==> config.mk <==
export PLATFORM = sky130hd
export DESIGN_NAME = ais_adc_sequencer
export DESIGN_NICKNAME = d
export VERILOG_FILES = /design/src/rtl/ais_pkg.sv /design/src/rtl/ais_conv_if.sv /design/src/rtl/ais_conv_port.sv /design/src/rtl/ais_adc_sequencer.sv
export SDC_FILE = /design/constraint.sdc
export NUM_CORES = 1
export LEC_CHECK = 0
export ABC_CLOCK_PERIOD_IN_PS = 3500
export BUFFER_PORTS_ARGS = -buffer_cell sky130_fd_sc_hd__buf_2
export CAP_MARGIN = 5
export CORE_MARGIN = 2
export CORE_UTILIZATION = 58
export DETAILED_ROUTE_END_ITERATION = 8
export PLACE_DENSITY = 0.86
export REMOVE_ABC_BUFFERS = 1
export SKIP_LAST_GASP = 1
export SYNTH_ARGS = -nofsm -noshare
export SYNTH_HDL_FRONTEND = slang
export SYNTH_SLANG_ARGS = --single-unit
==> constraint.sdc <==
create_clock -name ref_clk_i -period 3.5 [get_ports ref_clk_i]
set_input_delay 0.35 -clock ref_clk_i [delete_from_list [all_inputs] [get_ports ref_clk_i]]
set_output_delay 0.35 -clock ref_clk_i [all_outputs]
set_load 0.01 [all_outputs]
==> src/rtl/ais_pkg.sv <==
// Package for the converter instruction sequencer: opcodes, register map,
// reset values, state and operation types.
// Assumes the instruction decoder hands over whole opcodes and operands.
// Functional notes
// - Opcode 07 switches converter supply on; flags stay unchanged.
// - Opcode 17 switches converter supply off; flags stay unchanged.
// - Initialization, halt and power-off switch converter supply off.
// - Opcodes AC-AF measure the input chosen by low opcode bits, count+1 times, twice that in single mode 0.
// - Operand byte: low seven bits repeat count, top bit single mode.
// - Single mode 0: count+1 normal plus count+1 swapped samples accumulated.
// - Single mode 1: only count+1 normal samples accumulated.
// - Each measure and capture sample checked; error sets negative flag, aborts, zero flag tells which.
// - Reading 000 gives 0/1/1, FFF gives 0/0/1, else 1/0/0 for pos/zero/neg.
// - Measure clears reference select, supply on before sampling, off after.
// - Measure total is written into the result accumulator at the end.
// - Opcode E8 sets reference select, captures one reference sample into accumulator.
// - Opcode EA sets reference select, compares reference sample with accumulator.
// - Opcode E9 clears reference select, captures one input sample into accumulator.
// - Opcode EB compares one input sample with accumulator; zero flag stays 0.
package ais_pkg;

  localparam logic [7:0] OP_SUPPLY_ON = 8'h07;
  localparam logic [7:0] OP_SUPPLY_OFF = 8'h17;
  localparam logic [5:0] OP_MEASURE_HI = 6'h2b;
  localparam logic [7:0] OP_REF_CAPTURE = 8'he8;
  localparam logic [7:0] OP_INPUT_CAPTURE = 8'he9;
  localparam logic [7:0] OP_REF_CHECK = 8'hea;
  localparam logic [7:0] OP_INPUT_CHECK = 8'heb;

  localparam int SAMPLE_W = 12;
  localparam logic [11:0] SAMPLE_LOW = 12'h000;
  localparam logic [11:0] SAMPLE_HIGH = 12'hfff;
  localparam int SUM_W = 20;

  localparam logic [3:0] REG_CTRL = 4'h0;
  localparam logic [3:0] REG_STATUS = 4'h4;
  localparam logic [3:0] REG_SAMPLE = 4'h8;
  localparam logic [7:0] CTRL_SETTLE_RESET = 8'h04;

  typedef enum logic [2:0] {
    ST_IDLE = 3'b000,
    ST_SETTLE = 3'b001,
    ST_REQ = 3'b010,
    ST_WAIT = 3'b011
  } ais_state_t;

  typedef enum logic [2:0] {
    K_MEASURE = 3'b000,
    K_REF_CAP = 3'b001,
    K_IN_CAP = 3'b010,
    K_REF_CHK = 3'b011,
    K_IN_CHK = 3'b100
  } ais_kind_t;

endpackage

==> src/rtl/ais_conv_if.sv <==
// Carrier between the sequencer core and its comparator front-end port.
// Assumes both ends run on the same clock.
`timescale 1ns/1ps
interface ais_conv_if;
  logic req;
  logic swap;
  logic ack;
  logic [11:0] sample;
  modport seq (output req, output swap, input ack, input sample);
  modport port (input req, input swap, output ack, output sample);
endinterface

==> src/rtl/ais_conv_port.sv <==
// Handshake with the analog comparator front end: start pulse out,
// synchronised done level in, sample captured on the done rise.
// Assumes the front end holds data stable while done is high.
`timescale 1ns/1ps
module ais_conv_port (
  input wire logic ref_clk_i,
  input wire logic resetn_i,
  ais_conv_if.port cv,
  input wire logic conv_done_i,
  input wire logic [11:0] conv_data_i,
  output logic conv_start_o,
  output logic conv_swap_o
);

  logic [2:0] done_sync_q;
  logic done_lvl_q;
  logic start_q;
  logic swap_q;
  logic ack_q;
  logic [11:0] sample_q;
  logic done_rise;

  ////////////////////////////////////////////////////////////////////////
  // Three-stage synchroniser, level accepted once stages two and three agree
  always_ff @(posedge ref_clk_i or negedge resetn_i) begin
    if (!resetn_i) begin
      done_sync_q <= 3'h0;
      done_lvl_q <= 1'b0;
    end else begin
      done_sync_q <= {done_sync_q[1:0], conv_done_i};
      if (done_sync_q[1] == done_sync_q[2]) begin
        done_lvl_q <= done_sync_q[2];
      end
    end
  end

  assign done_rise = (done_sync_q[1] == done_sync_q[2]) && done_sync_q[2] && !done_lvl_q;

  // Start pulse and swap level toward the comparator
  always_ff @(posedge ref_clk_i or negedge resetn_i) begin
    if (!resetn_i) begin
      start_q <= 1'b0;
      swap_q <= 1'b0;
    end else begin
      start_q <= cv.req;
      if (cv.req) begin
        swap_q <= cv.swap;
      end
    end
  end

  // Sample capture; data is parallel so only done needs the synchroniser
  always_ff @(posedge ref_clk_i or negedge resetn_i) begin
    if (!resetn_i) begin
      ack_q <= 1'b0;
      sample_q <= 12'h000;
    end else begin
      ack_q <= done_rise;
      if (done_rise) begin
        sample_q <= conv_data_i;
      end
    end
  end

  assign cv.ack = ack_q;
  assign cv.sample = sample_q;
  assign conv_start_o = start_q;
  assign conv_swap_o = swap_q;
endmodule

==> src/rtl/ais_adc_sequencer.sv <==
// Converter instruction sequencer: supply switching, multi-sample measure,
// single captures and compares against the accumulator, plus a small
// register port for the settle delay and status.
// Assumes instructions arrive as one-cycle strobes from the decoder.
`timescale 1ns/1ps
module ais_adc_sequencer (
  input wire logic ref_clk_i,
  input wire logic resetn_i,
  input wire logic instr_valid_i,
  input wire logic [7:0] opcode_i,
  input wire logic [7:0] operand_i,
  input wire logic [31:0] acc_i,
  input wire logic init_i,
  input wire logic halt_i,
  input wire logic power_off_i,
  input wire logic input_select_low_i,
  input wire logic input_select_high_i,
  output logic busy_o,
  output logic done_o,
  output logic pos_flag_o,
  output logic zero_flag_o,
  output logic negative_flag_o,
  output logic acc_wr_o,
  output logic [31:0] acc_data_o,
  output logic converter_supply_o,
  output logic reference_select_line_o,
  output logic [1:0] input_sel_o,
  output logic conv_start_o,
  output logic conv_swap_o,
  input wire logic conv_done_i,
  input wire logic [11:0] conv_data_i,
  input wire logic [3:0] reg_addr_i,
  input wire logic [31:0] reg_wdata_i,
  input wire logic reg_wr_i,
  input wire logic reg_rd_i,
  output logic [31:0] reg_rdata_o
);

  ais_conv_if cv ();

  ais_pkg::ais_state_t state_q;
  ais_pkg::ais_kind_t kind_q;
  ais_pkg::ais_kind_t kind_d;
  logic [6:0] rep_q;
  logic [7:0] cnt_q;
  logic single_q;
  logic swap_q;
  logic [ais_pkg::SUM_W-1:0] sum_q;
  logic [ais_pkg::SUM_W-1:0] sum_d;
  logic [7:0] settle_q;
  logic [7:0] ctrl_settle_q;
  logic [11:0] last_sample_q;
  logic supply_q;
  logic ref_sel_q;
  logic [1:0] sel_q;
  logic pos_q;
  logic zero_q;
  logic neg_q;
  logic busy_q;
  logic done_q;
  logic acc_wr_q;
  logic [31:0] acc_data_q;
  logic [31:0] rdata_q;
  logic stop;
  logic start;
  logic is_meas;
  logic is_sample_op;
  logic smp_err;
  logic last_smp;
  logic fin;
  logic is_check;
  logic cmp_gt;

  ////////////////////////////////////////////////////////////////////////
  // Decode
  assign stop = init_i | halt_i | power_off_i;
  assign start = instr_valid_i && (state_q == ais_pkg::ST_IDLE) && !stop;
  assign is_meas = (opcode_i[7:2] == ais_pkg::OP_MEASURE_HI);
  assign is_sample_op = is_meas || (opcode_i == ais_pkg::OP_REF_CAPTURE) ||
                        (opcode_i == ais_pkg::OP_INPUT_CAPTURE) ||
                        (opcode_i == ais_pkg::OP_REF_CHECK) ||
                        (opcode_i == ais_pkg::OP_INPUT_CHECK);

  // Operation kind from opcode
  always_comb begin
    case (opcode_i)
      ais_pkg::OP_REF_CAPTURE: kind_d = ais_pkg::K_REF_CAP;
      ais_pkg::OP_INPUT_CAPTURE: kind_d = ais_pkg::K_IN_CAP;
      ais_pkg::OP_REF_CHECK: kind_d = ais_pkg::K_REF_CHK;
      ais_pkg::OP_INPUT_CHECK: kind_d = ais_pkg::K_IN_CHK;
      default: kind_d = ais_pkg::K_MEASURE;
    endcase
  end

  // Sample evaluation
  assign smp_err = (cv.sample == ais_pkg::SAMPLE_LOW) ||
                   (cv.sample == ais_pkg::SAMPLE_HIGH);
  assign last_smp = (cnt_q[6:0] == rep_q) && (single_q || swap_q);
  assign is_check = (kind_q == ais_pkg::K_REF_CHK) || (kind_q == ais_pkg::K_IN_CHK);
  assign cmp_gt = acc_i[11:0] > cv.sample;
  assign fin = (state_q == ais_pkg::ST_WAIT) && cv.ack &&
               ((kind_q != ais_pkg::K_MEASURE) || smp_err || last_smp);
  assign sum_d = sum_q + {{(ais_pkg::SUM_W-12){1'b0}}, cv.sample};

  ////////////////////////////////////////////////////////////////////////
  // Sequencer state
  always_ff @(posedge ref_clk_i or negedge resetn_i) begin
    if (!resetn_i) begin
      state_q <= ais_pkg::ST_IDLE;
      kind_q <= ais_pkg::K_MEASURE;
      settle_q <= 8'h00;
    end else if (stop) begin
      state_q <= ais_pkg::ST_IDLE;
    end else begin
      case (state_q)
        ais_pkg::ST_IDLE: begin
          if (start && is_sample_op) begin
            kind_q <= kind_d;
            settle_q <= ctrl_settle_q;
            state_q <= is_meas ? ais_pkg::ST_SETTLE : ais_pkg::ST_REQ;
          end
        end
        ais_pkg::ST_SETTLE: begin
          // Measure waits the programmed count plus one cycles after supply on
          if (settle_q == 8'h00) begin
            state_q <= ais_pkg::ST_REQ;
          end else begin
            settle_q <= settle_q - 8'h01;
          end
        end
        ais_pkg::ST_REQ: state_q <= ais_pkg::ST_WAIT;
        ais_pkg::ST_WAIT: begin
          if (fin) begin
            state_q <= ais_pkg::ST_IDLE;
          end else if (cv.ack) begin
            state_q <= ais_pkg::ST_REQ;
          end
        end
        default: state_q <= ais_pkg::ST_IDLE;
      endcase
    end
  end

  // Repeat count, phase and running total
  always_ff @(posedge ref_clk_i or negedge resetn_i) begin
    if (!resetn_i) begin
      rep_q <= 7'h00;
      single_q <= 1'b1;
      swap_q <= 1'b0;
      cnt_q <= 8'h00;
      sum_q <= '0;
    end else if (start && is_sample_op) begin
      rep_q <= is_meas ? operand_i[6:0] : 7'h00;
      single_q <= is_meas ? operand_i[7] : 1'b1;
      swap_q <= 1'b0;
      cnt_q <= 8'h00;
      sum_q <= '0;
    end else if ((state_q == ais_pkg::ST_WAIT) && cv.ack && !fin) begin
      sum_q <= sum_d;
      if (cnt_q[6:0] == rep_q) begin
        swap_q <= 1'b1; // second half with swapped inputs
        cnt_q <= 8'h00;
      end else begin
        cnt_q <= cnt_q + 8'h01;
      end
    end
  end

  assign cv.req = (state_q == ais_pkg::ST_REQ);
  assign cv.swap = swap_q;

  ////////////////////////////////////////////////////////////////////////
  // Converter supply
  always_ff @(posedge ref_clk_i or negedge resetn_i) begin
    if (!resetn_i) begin
      supply_q <= 1'b0;
    end else if (stop) begin
      supply_q <= 1'b0;
    end else if (start && (opcode_i == ais_pkg::OP_SUPPLY_ON)) begin
      supply_q <= 1'b1;
    end else if (start && (opcode_i == ais_pkg::OP_SUPPLY_OFF)) begin
      supply_q <= 1'b0;
    end else if (start && is_meas) begin
      supply_q <= 1'b1;
    end else if (fin && (kind_q == ais_pkg::K_MEASURE)) begin
      supply_q <= 1'b0;
    end
  end

  // Reference select and input routing
  always_ff @(posedge ref_clk_i or negedge resetn_i) begin
    if (!resetn_i) begin
      ref_sel_q <= 1'b0;
      sel_q <= 2'h0;
    end else begin
      if (start && is_sample_op) begin
        ref_sel_q <= (kind_d == ais_pkg::K_REF_CAP) ||
                     (kind_d == ais_pkg::K_REF_CHK);
      end
      if (start && is_meas) begin
        sel_q <= opcode_i[1:0];
      end else if (state_q == ais_pkg::ST_IDLE) begin
        sel_q <= {input_select_high_i, input_select_low_i};
      end
    end
  end

  ////////////////////////////////////////////////////////////////////////
  // Status flags; supply opcodes leave them alone
  always_ff @(posedge ref_clk_i or negedge resetn_i) begin
    if (!resetn_i) begin
      pos_q <= 1'b0;
      zero_q <= 1'b0;
      neg_q <= 1'b0;
    end else if (fin) begin
      if (is_check) begin
        pos_q <= cmp_gt;
        zero_q <= 1'b0;
        neg_q <= !cmp_gt;
      end else if (smp_err) begin
        pos_q <= 1'b0;
        zero_q <= (cv.sample == ais_pkg::SAMPLE_LOW);
        neg_q <= 1'b1;
      end else begin
        pos_q <= 1'b1;
        zero_q <= 1'b0;
        neg_q <= 1'b0;
      end
    end
  end

  // Accumulator write-back; checks leave it untouched
  always_ff @(posedge ref_clk_i or negedge resetn_i) begin
    if (!resetn_i) begin
      acc_wr_q <= 1'b0;
      acc_data_q <= 32'h0;
      last_sample_q <= 12'h000;
    end else begin
      acc_wr_q <= fin && !is_check;
      if (cv.ack) begin
        last_sample_q <= cv.sample;
      end
      if (fin && (kind_q == ais_pkg::K_MEASURE)) begin
        // On error the partial total is kept, not the bad sample
        acc_data_q <= {{(32-ais_pkg::SUM_W){1'b0}}, smp_err ? sum_q : sum_d};
      end else if (fin && !is_check) begin
        acc_data_q <= {20'h00000, cv.sample};
      end
    end
  end

  // Busy and completion pulse
  always_ff @(posedge ref_clk_i or negedge resetn_i) begin
    if (!resetn_i) begin
      busy_q <= 1'b0;
      done_q <= 1'b0;
    end else begin
      done_q <= fin || (start && ((opcode_i == ais_pkg::OP_SUPPLY_ON) ||
                (opcode_i == ais_pkg::OP_SUPPLY_OFF)));
      if (stop || fin) begin
        busy_q <= 1'b0;
      end else if (start && is_sample_op) begin
        busy_q <= 1'b1;
      end
    end
  end

  ////////////////////////////////////////////////////////////////////////
  // Register port
  always_ff @(posedge ref_clk_i or negedge resetn_i) begin
    if (!resetn_i) begin
      ctrl_settle_q <= ais_pkg::CTRL_SETTLE_RESET;
    end else if (reg_wr_i && (reg_addr_i == ais_pkg::REG_CTRL)) begin
      ctrl_settle_q <= reg_wdata_i[7:0];
    end
  end

  // Read data valid only the cycle after the strobe
  always_ff @(posedge ref_clk_i or negedge resetn_i) begin
    if (!resetn_i) begin
      rdata_q <= 32'h0;
    end else if (reg_rd_i) begin
      case (reg_addr_i)
        ais_pkg::REG_CTRL: rdata_q <= {24'h000000, ctrl_settle_q};
        ais_pkg::REG_STATUS: rdata_q <= {24'h000000, sel_q, busy_q, supply_q,
                                         ref_sel_q, pos_q, zero_q, neg_q};
        ais_pkg::REG_SAMPLE: rdata_q <= {20'h00000, last_sample_q};
        default: rdata_q <= 32'h0;
      endcase
    end else begin
      rdata_q <= 32'h0;
    end
  end

  ais_conv_port u_port (
    .ref_clk_i(ref_clk_i),
    .resetn_i(resetn_i),
    .cv(cv.port),
    .conv_done_i(conv_done_i),
    .conv_data_i(conv_data_i),
    .conv_start_o(conv_start_o),
    .conv_swap_o(conv_swap_o)
  );

  assign busy_o = busy_q;
  assign done_o = done_q;
  assign pos_flag_o = pos_q;
  assign zero_flag_o = zero_q;
  assign negative_flag_o = neg_q;
  assign acc_wr_o = acc_wr_q;
  assign acc_data_o = acc_data_q;
  assign converter_supply_o = supply_q;
  assign reference_select_line_o = ref_sel_q;
  assign input_sel_o = sel_q;
  assign reg_rdata_o = rdata_q;
endmodule

# After elaboration in Yosys (flattened, before gate mapping)
# Cells that the tools add are included.
word_totals:
  out_inout_bits: 76
  word_cells: 150
  input_bits: 107
  regBits: 164
classes:
  add_sub_neg: 3
  bitwise: 3
  muxes: 41
  n_eq_ne: 24
  reduce_logical: 51
  magnitude_cmp: 1
ops:
  columns: ["operator", "n"]
  rows:
  - ["32-bit 2-to-1 mux", 3]
  - ["20-bit 2-to-1 mux", 3]
  - ["8-bit 2-to-1 mux", 5]
  - ["12-bit one-hot mux with 3 select lines", 1]
  - ["8-bit == test, second input constant", 4]
  - ["3-bit one-hot mux with 4 select lines", 2]
  - ["20-bit by 12-bit adder with 20-bit output", 1]
  - ["1-bit 2-to-1 mux", 17]
  - ["1-bit logical AND", 16]
  - ["8-bit one-hot mux with 2 select lines", 1]
  - ["3-bit 2-to-1 mux", 5]
  - ["1-bit logical OR", 13]
  - ["12-bit == test, second input constant", 1]
  - ["3-bit by 2-bit == test with 1-bit output, second input constant", 4]
  - ["12-bit greater-than comparator", 1]
  - ["12-bit zero test", 1]
  - ["2-bit nonzero test", 6]
  - ["8-bit by 1-bit adder with 8-bit output, second input constant", 1]
  - ["8-bit by 3-bit == test with 1-bit output, second input constant", 1]
  - ["8-bit by 5-bit == test with 1-bit output, second input constant", 1]
  - ["8-bit zero test", 1]
  - ["8-bit by 1-bit subtractor with 8-bit output, second input constant", 1]
  - ["7-bit == test", 1]
  - ["7-bit 2-to-1 mux", 1]
  - ["22 further kinds", 32]

# Longest topological paths before layout
logic_depth:
  ltp_word: 11
  mapped_depth: 10
  ltp_nobuf: 9

# Modules after synthesis
# Synthesis repeated with hierarchy kept, for this count alone.
hier_totals:
  cells_unflattened: 741
  hier_area_um2: 7324.5
modules_own_cells:
  columns: ["mod", "cells_per_inst", "seq_area_each_um2", "area_per_inst_um2", "instances"]
  rows:
  - ["ais_adc_sequencer", 705, 2780.2, 6611.3, 1]
  - ["ais_conv_port", 36, 475.5, 713.2, 1]

# Worst setup path before layout
# No wires, ideal clock.
synth_timing:
  kind: "register to register"
  startpoint: "register u_port.sample_q[0], in the netlist u_port.cv.sample[0]"
  endpoint: "register acc_data_q[14], in the netlist acc_data_o[14]"
  synth_period_minus_slack_ps: 2301
  setup_ps: 130
  path_buffers: 1
  path_slack_ps: 1199
  path_stages_with_launch: 11
  t_arrival_ps: 2170
  required_ps: 3370
  path_cell_list: "dfrtp_1 ha_1 fa_1 a41oi_1 a31oi_1 a31oi_1 o21ai_1 buf_2 nand4_1 xor2_1 o21ai_1"
synth_via:
  elab_chain_len: 7
  word_cells_on_any_way: 12
  classes_between: "add/sub: 1; eq/ne: 1; mux: 2; reduce/logical: 8"
synth_rtl:
  columns: ["element", "line_no", "source"]
  rows:
  - ["start: declaration", "ais_conv_port.sv:20", "logic [11:0] sample_q;"]
  - ["start signal: assignment", "ais_conv_port.sv:60", "sample_q <= conv_data_i;"]
  - ["branches (longest 7 deep; another with 20-bit by 12-bit adder with 20-bit output)", null, null]
  - ["end signal: assignment", "ais_adc_sequencer.sv:245", "acc_data_q <= {{(32-ais_pkg::SUM_W){1'b0}}, smp_err ? sum_q : sum_d};"]
  - ["end signal: assignment", "ais_adc_sequencer.sv:247", "acc_data_q <= {20'h00000, cv.sample};"]
  - ["end: declaration", "ais_adc_sequencer.sv:62", "logic [31:0] acc_data_q;"]
# Parallel ways; which one is timed is not known.
# A chain may end at the register's enable or synchronous reset.

# Final worst setup path
layout_timing:
  startpoint: "register kind_q[1]"
  endpoint: "register supply_q, in the netlist converter_supply_o"
layout_via:
  elab_chain_len: 6
  word_cells_on_any_way: 7
  classes_between: "reduce/logical: 7"
layout_rtl:
  columns: ["element", "line_no", "source"]
  rows:
  - ["start: declaration", "ais_adc_sequencer.sv:42", "ais_pkg::ais_kind_t kind_q;"]
  - ["start signal: assignment", "ais_adc_sequencer.sv:110", "kind_q <= ais_pkg::K_MEASURE;"]
  - ["start signal: assignment", "ais_adc_sequencer.sv:118", "kind_q <= kind_d;"]
  - ["3-bit nonzero test", "ais_adc_sequencer.sv:102", "((kind_q != ais_pkg::K_MEASURE) || smp_err || last_smp);"]
  - ["1-bit logical OR (2 in a row)", "ais_adc_sequencer.sv:102", null]
  - ["1-bit logical AND", "ais_adc_sequencer.sv:101", "assign fin = (state_q == ais_pkg::ST_WAIT) && cv.ack &&"]
  - ["1-bit logical AND (*)", "ais_adc_sequencer.sv:185", "end else if (fin && (kind_q == ais_pkg::K_MEASURE)) begin"]
  - ["5-bit nonzero test (no line) (*)", null, null]
  - ["end signal: assignment", "ais_adc_sequencer.sv:182", "supply_q <= 1'b0;"]
  - ["end signal: assignment", "ais_adc_sequencer.sv:184", "supply_q <= 1'b1;"]
  - ["end signal: assignment", "ais_adc_sequencer.sv:186", "supply_q <= 1'b0;"]
  - ["end: declaration", "ais_adc_sequencer.sv:53", "logic supply_q;"]
# Every way passes the cells marked *; elsewhere a longest branch is shown, timed or not.

==> flow_summary.ini <==
[power_and_ir_drop]
ir_drop_mv = 0.386
power_frac_seq = 0.387
intPower_mw = 3.42
clockPowerShare = 0.393
power.leakage_nw = 3.99
net-switching-power_mw = 1.46
power_frac_comb = 0.220
pwr_density_cell_nw_per_um2 = 581
sw_frac_of_total = 0.299

[setup_path]
endpoint_kind = flop
cp_cell_sequence = or3_1, nor2_1, o21ai_1, a211oi_1, a211oi_1
cp_max_fo = 12
cp-start-kind = flop
critPathMaxStageDelay_ns = 0.55
path_class = flop to flop
path_common_cell = a211oi_1
worstPathArrival_ns = 2.92
required_ns = 3.79
critical-path-top-delay-family = simple AND/OR/NAND/NOR gates
critPathSlowestCell = o21ai_1
path_buf_inv = 0

[floorplan]
fp.dieH_microns = 115
core_area_sq_um = 12100
die-area_sq_um = 13300
die-width_microns = 115
rows = 40
ioPinCount = 183
start_util = 0.596

[timing]
hold_violations = 0
worst_pin_slew_ns = 1.10
finalWorstSetupSlack_ns = 0.868
rsz0062_at_grt = false
final.setup.tns_ns = 0
fmax_mhz = 380
layout_min_cycle_time_ns = 2.63
worst_clock_skew_ns = 0.00710
drv_slew = 0
relSlewSlack = 0.261
setup_violations = 0
whs_ns = 0.0233
period_share = 0.752

[detailed_routing]
drcViolationCount = 0
drt_iter0_drc = 812
antenna_left = 0
dr.pass1.iters = 6
drt_wl_total_mm = 18.6
avgViaCountPerCell = 6.11
wl_per_cell_microns = 17.8
vias = 6368

[synthesis]
synthTopCellsByArea = dfrtp_1 45%, ha_1 4.9%, o21ai_0 4.9%, a21oi_1 3.8%, mux2_2 3.8%
yosysTopAreaCell = dfrtp_1
synthCells = 759
synth.distinct_cells = 67
synthArstFlopShare = 1.00
yosys_register_bits = 130
syn_area_sq_um = 7190
avgSynthCellArea_sq_um = 9.48
synth_seq_area_share = 0.453
yosys-top-cells-count = 128 x dfrtp_1, 70 x nor2_1, 70 x o21ai_0
synth_edf_count = 0
synth_most_common_cell = dfrtp_1
yosys.area.top_type_share = 0.445
yosys_most_used_dff = dfrtp_1
ys_warn_count = 0

[clock_network]
cts_max_level = 4
cts_tree = yes
cts_sinks = 130
numCtsBuffers = 17
hold_buffers = 0
clk_path_buf_depth = 2
postCtsResizedCells = 0
clock_latency_ns = 0.42
cts_setup_buffers = 0
path_clk_slew_ns = 0.06
root_buffer = clkbuf_16

[worst_hold_path]
hp-class = input pin to async pin

[grt]
antenna_found_initial = 0
track_usage = 0.290
grt_pass1_vias = 6080
grt_max_degree = 65
grt_pass1_wl_mm = 30.2
grt_overflow = 0

[finish]
drive_gt1_frac = 0.217
area.growth.synth_to_final_pct = 16.8
fillers = 849
nNetsFinal = 998
antenna_cells = 0

[status]
status = finished clean

[flow_run]
cap_viol_max_count = 0

[place]
dpl.hpwl_mm = 12.2
io_buffer_count = 106
gp_congestion = 0.890
dp_slack_ns = 0.941
[worst register-to-register path, stage by stage, from the launching register on]
cell and delay [ns]:
dfrtp_1 0.46, or3_1 0.52, nor2_1 0.51, o21ai_1 0.56, a211oi_1 0.38, a211oi_1 0.08
[worst paths after layout]
kind / from / end / slack, ns / cells past startpoint
min in group ref_clk_i: conv_done_i / u_port.done_sync_q[0] / 0.03 / 1
worst min register to register: u_port.done_sync_q[0] / u_port.done_sync_q[1] / 0.35 / 0
max in group asynchronous: resetn_i / sum_q[5] / 2.64 / 2
worst max register to register: kind_q[1] / converter_supply_o / 0.87 / 5
worst max-delay path: kind_q[1] / converter_supply_o / 0.87 / 5
worst min-delay path: resetn_i / reg_rdata_o[11] / 0.02 / 1
[cells in the final DEF (no fill, tap or decap), types with 4 or more instances in the layout]
| master | instances |
|---|---|
| dfrtp_1 | 128 |
| buf_2 | 105 |
| nor2_1 | 70 |
| nand2_1 | 69 |
| o21ai_0 | 69 |
| a21oi_1 | 54 |
| conb_1 | 32 |
| nand3_1 | 28 |
| ha_1 | 28 |
| mux2_2 | 24 |
| inv_1 | 21 |
| clkbuf_16 | 17 |
| buf_4 | 14 |
| xnor2_1 | 13 |
| mux2i_1 | 11 |
| xor2_1 | 11 |
| nand4_1 | 10 |
| a31oi_1 | 10 |
| nor2b_1 | 9 |
| nor3_1 | 9 |
| a21o_1 | 9 |
| or3_1 | 7 |
| a22o_1 | 7 |
| o22ai_1 | 7 |
| a32oi_1 | 6 |
| and2_1 | 6 |
| o21ai_1 | 6 |
| nor3b_1 | 5 |
| and3_1 | 5 |
| o211ai_1 | 5 |
| nor4_1 | 4 |
| and4_1 | 4 |
| o21a_1 | 4 |
| o211a_1 | 4 |
| bufinv_16 | 4 |
| clkbuf_8 | 4 |
[metrics by stage]
step	area, sq um	std cells	power [mW]	utilization
floorplan	6900	723	2.57	-
finish	8400	1043	4.88	0.696
global placement	7760	1011	2.86	0.643
global route	8400	1043	5.09	0.696
CTS	8400	1043	4.84	0.696
detailed placement	7760	1011	2.90	0.643
[power by group through the flow]
| stage | Combinational [mW] | Sequential [mW] | Clock [mW] |
|---|---|---|---|
| after floorplan | 0.754 | 1.82 | 0 |
| after global placement | 0.980 | 1.88 | 0 |
| after detailed placement | 1.02 | 1.89 | 0 |
| after CTS | 1.05 | 1.87 | 1.91 |
| after global routing | 1.20 | 1.90 | 1.99 |
| final | 1.07 | 1.89 | 1.92 |
[area by class of cell]
type | count | area, sq um | area share
Multi-Input combinational cell | 572 | 3560 | 0.424
Clock buffer | 23 | 488 | 0.0581
Clock inverter | 9 | 151 | 0.0180
Sequential cell | 130 | 3260 | 0.388
Tap cell | 168 | 210 | 0.0250
Timing Repair Buffer | 120 | 651 | 0.0775
Inverter | 21 | 78.8 | 0.00939
[flip-flops by register name, indices dropped and copies added, names as in the netlist, 7 cells and up]
register and count:
acc_data_o 20, cnt_q 7, ctrl_settle_q 8, last_sample_q 12, reg_rdata_o 12, rep_q 7, settle_q 8, sum_q 20
u_port.cv.sample 12
[kinds of logic (layout without fill, tap and decap cells)]
kind of cell	after synthesis	count (layout)	synth area share
AND/OR/NAND/NOR	250	250	0.175
AO/OA/AOI/OAI	202	202	0.170
flip-flops	130	130	0.453
buffers and inverters	88	173	0.0682
multiplexers	35	35	0.0529
adder cells (fa/ha/maj)	29	29	0.0515
XOR/XNOR	24	24	0.0292
other	1	32	0.000521
[per-layer routing]
layer,GRT usage,wire length (microns),up-vias
li1,-,-,2857
met1,0.378,7510,3048
met2,0.464,8950,389
met3,0.0638,1490,74
met4,0.133,631,0
met5,0,0,-
No activity file was read; power rests on OpenSTA's default activity.
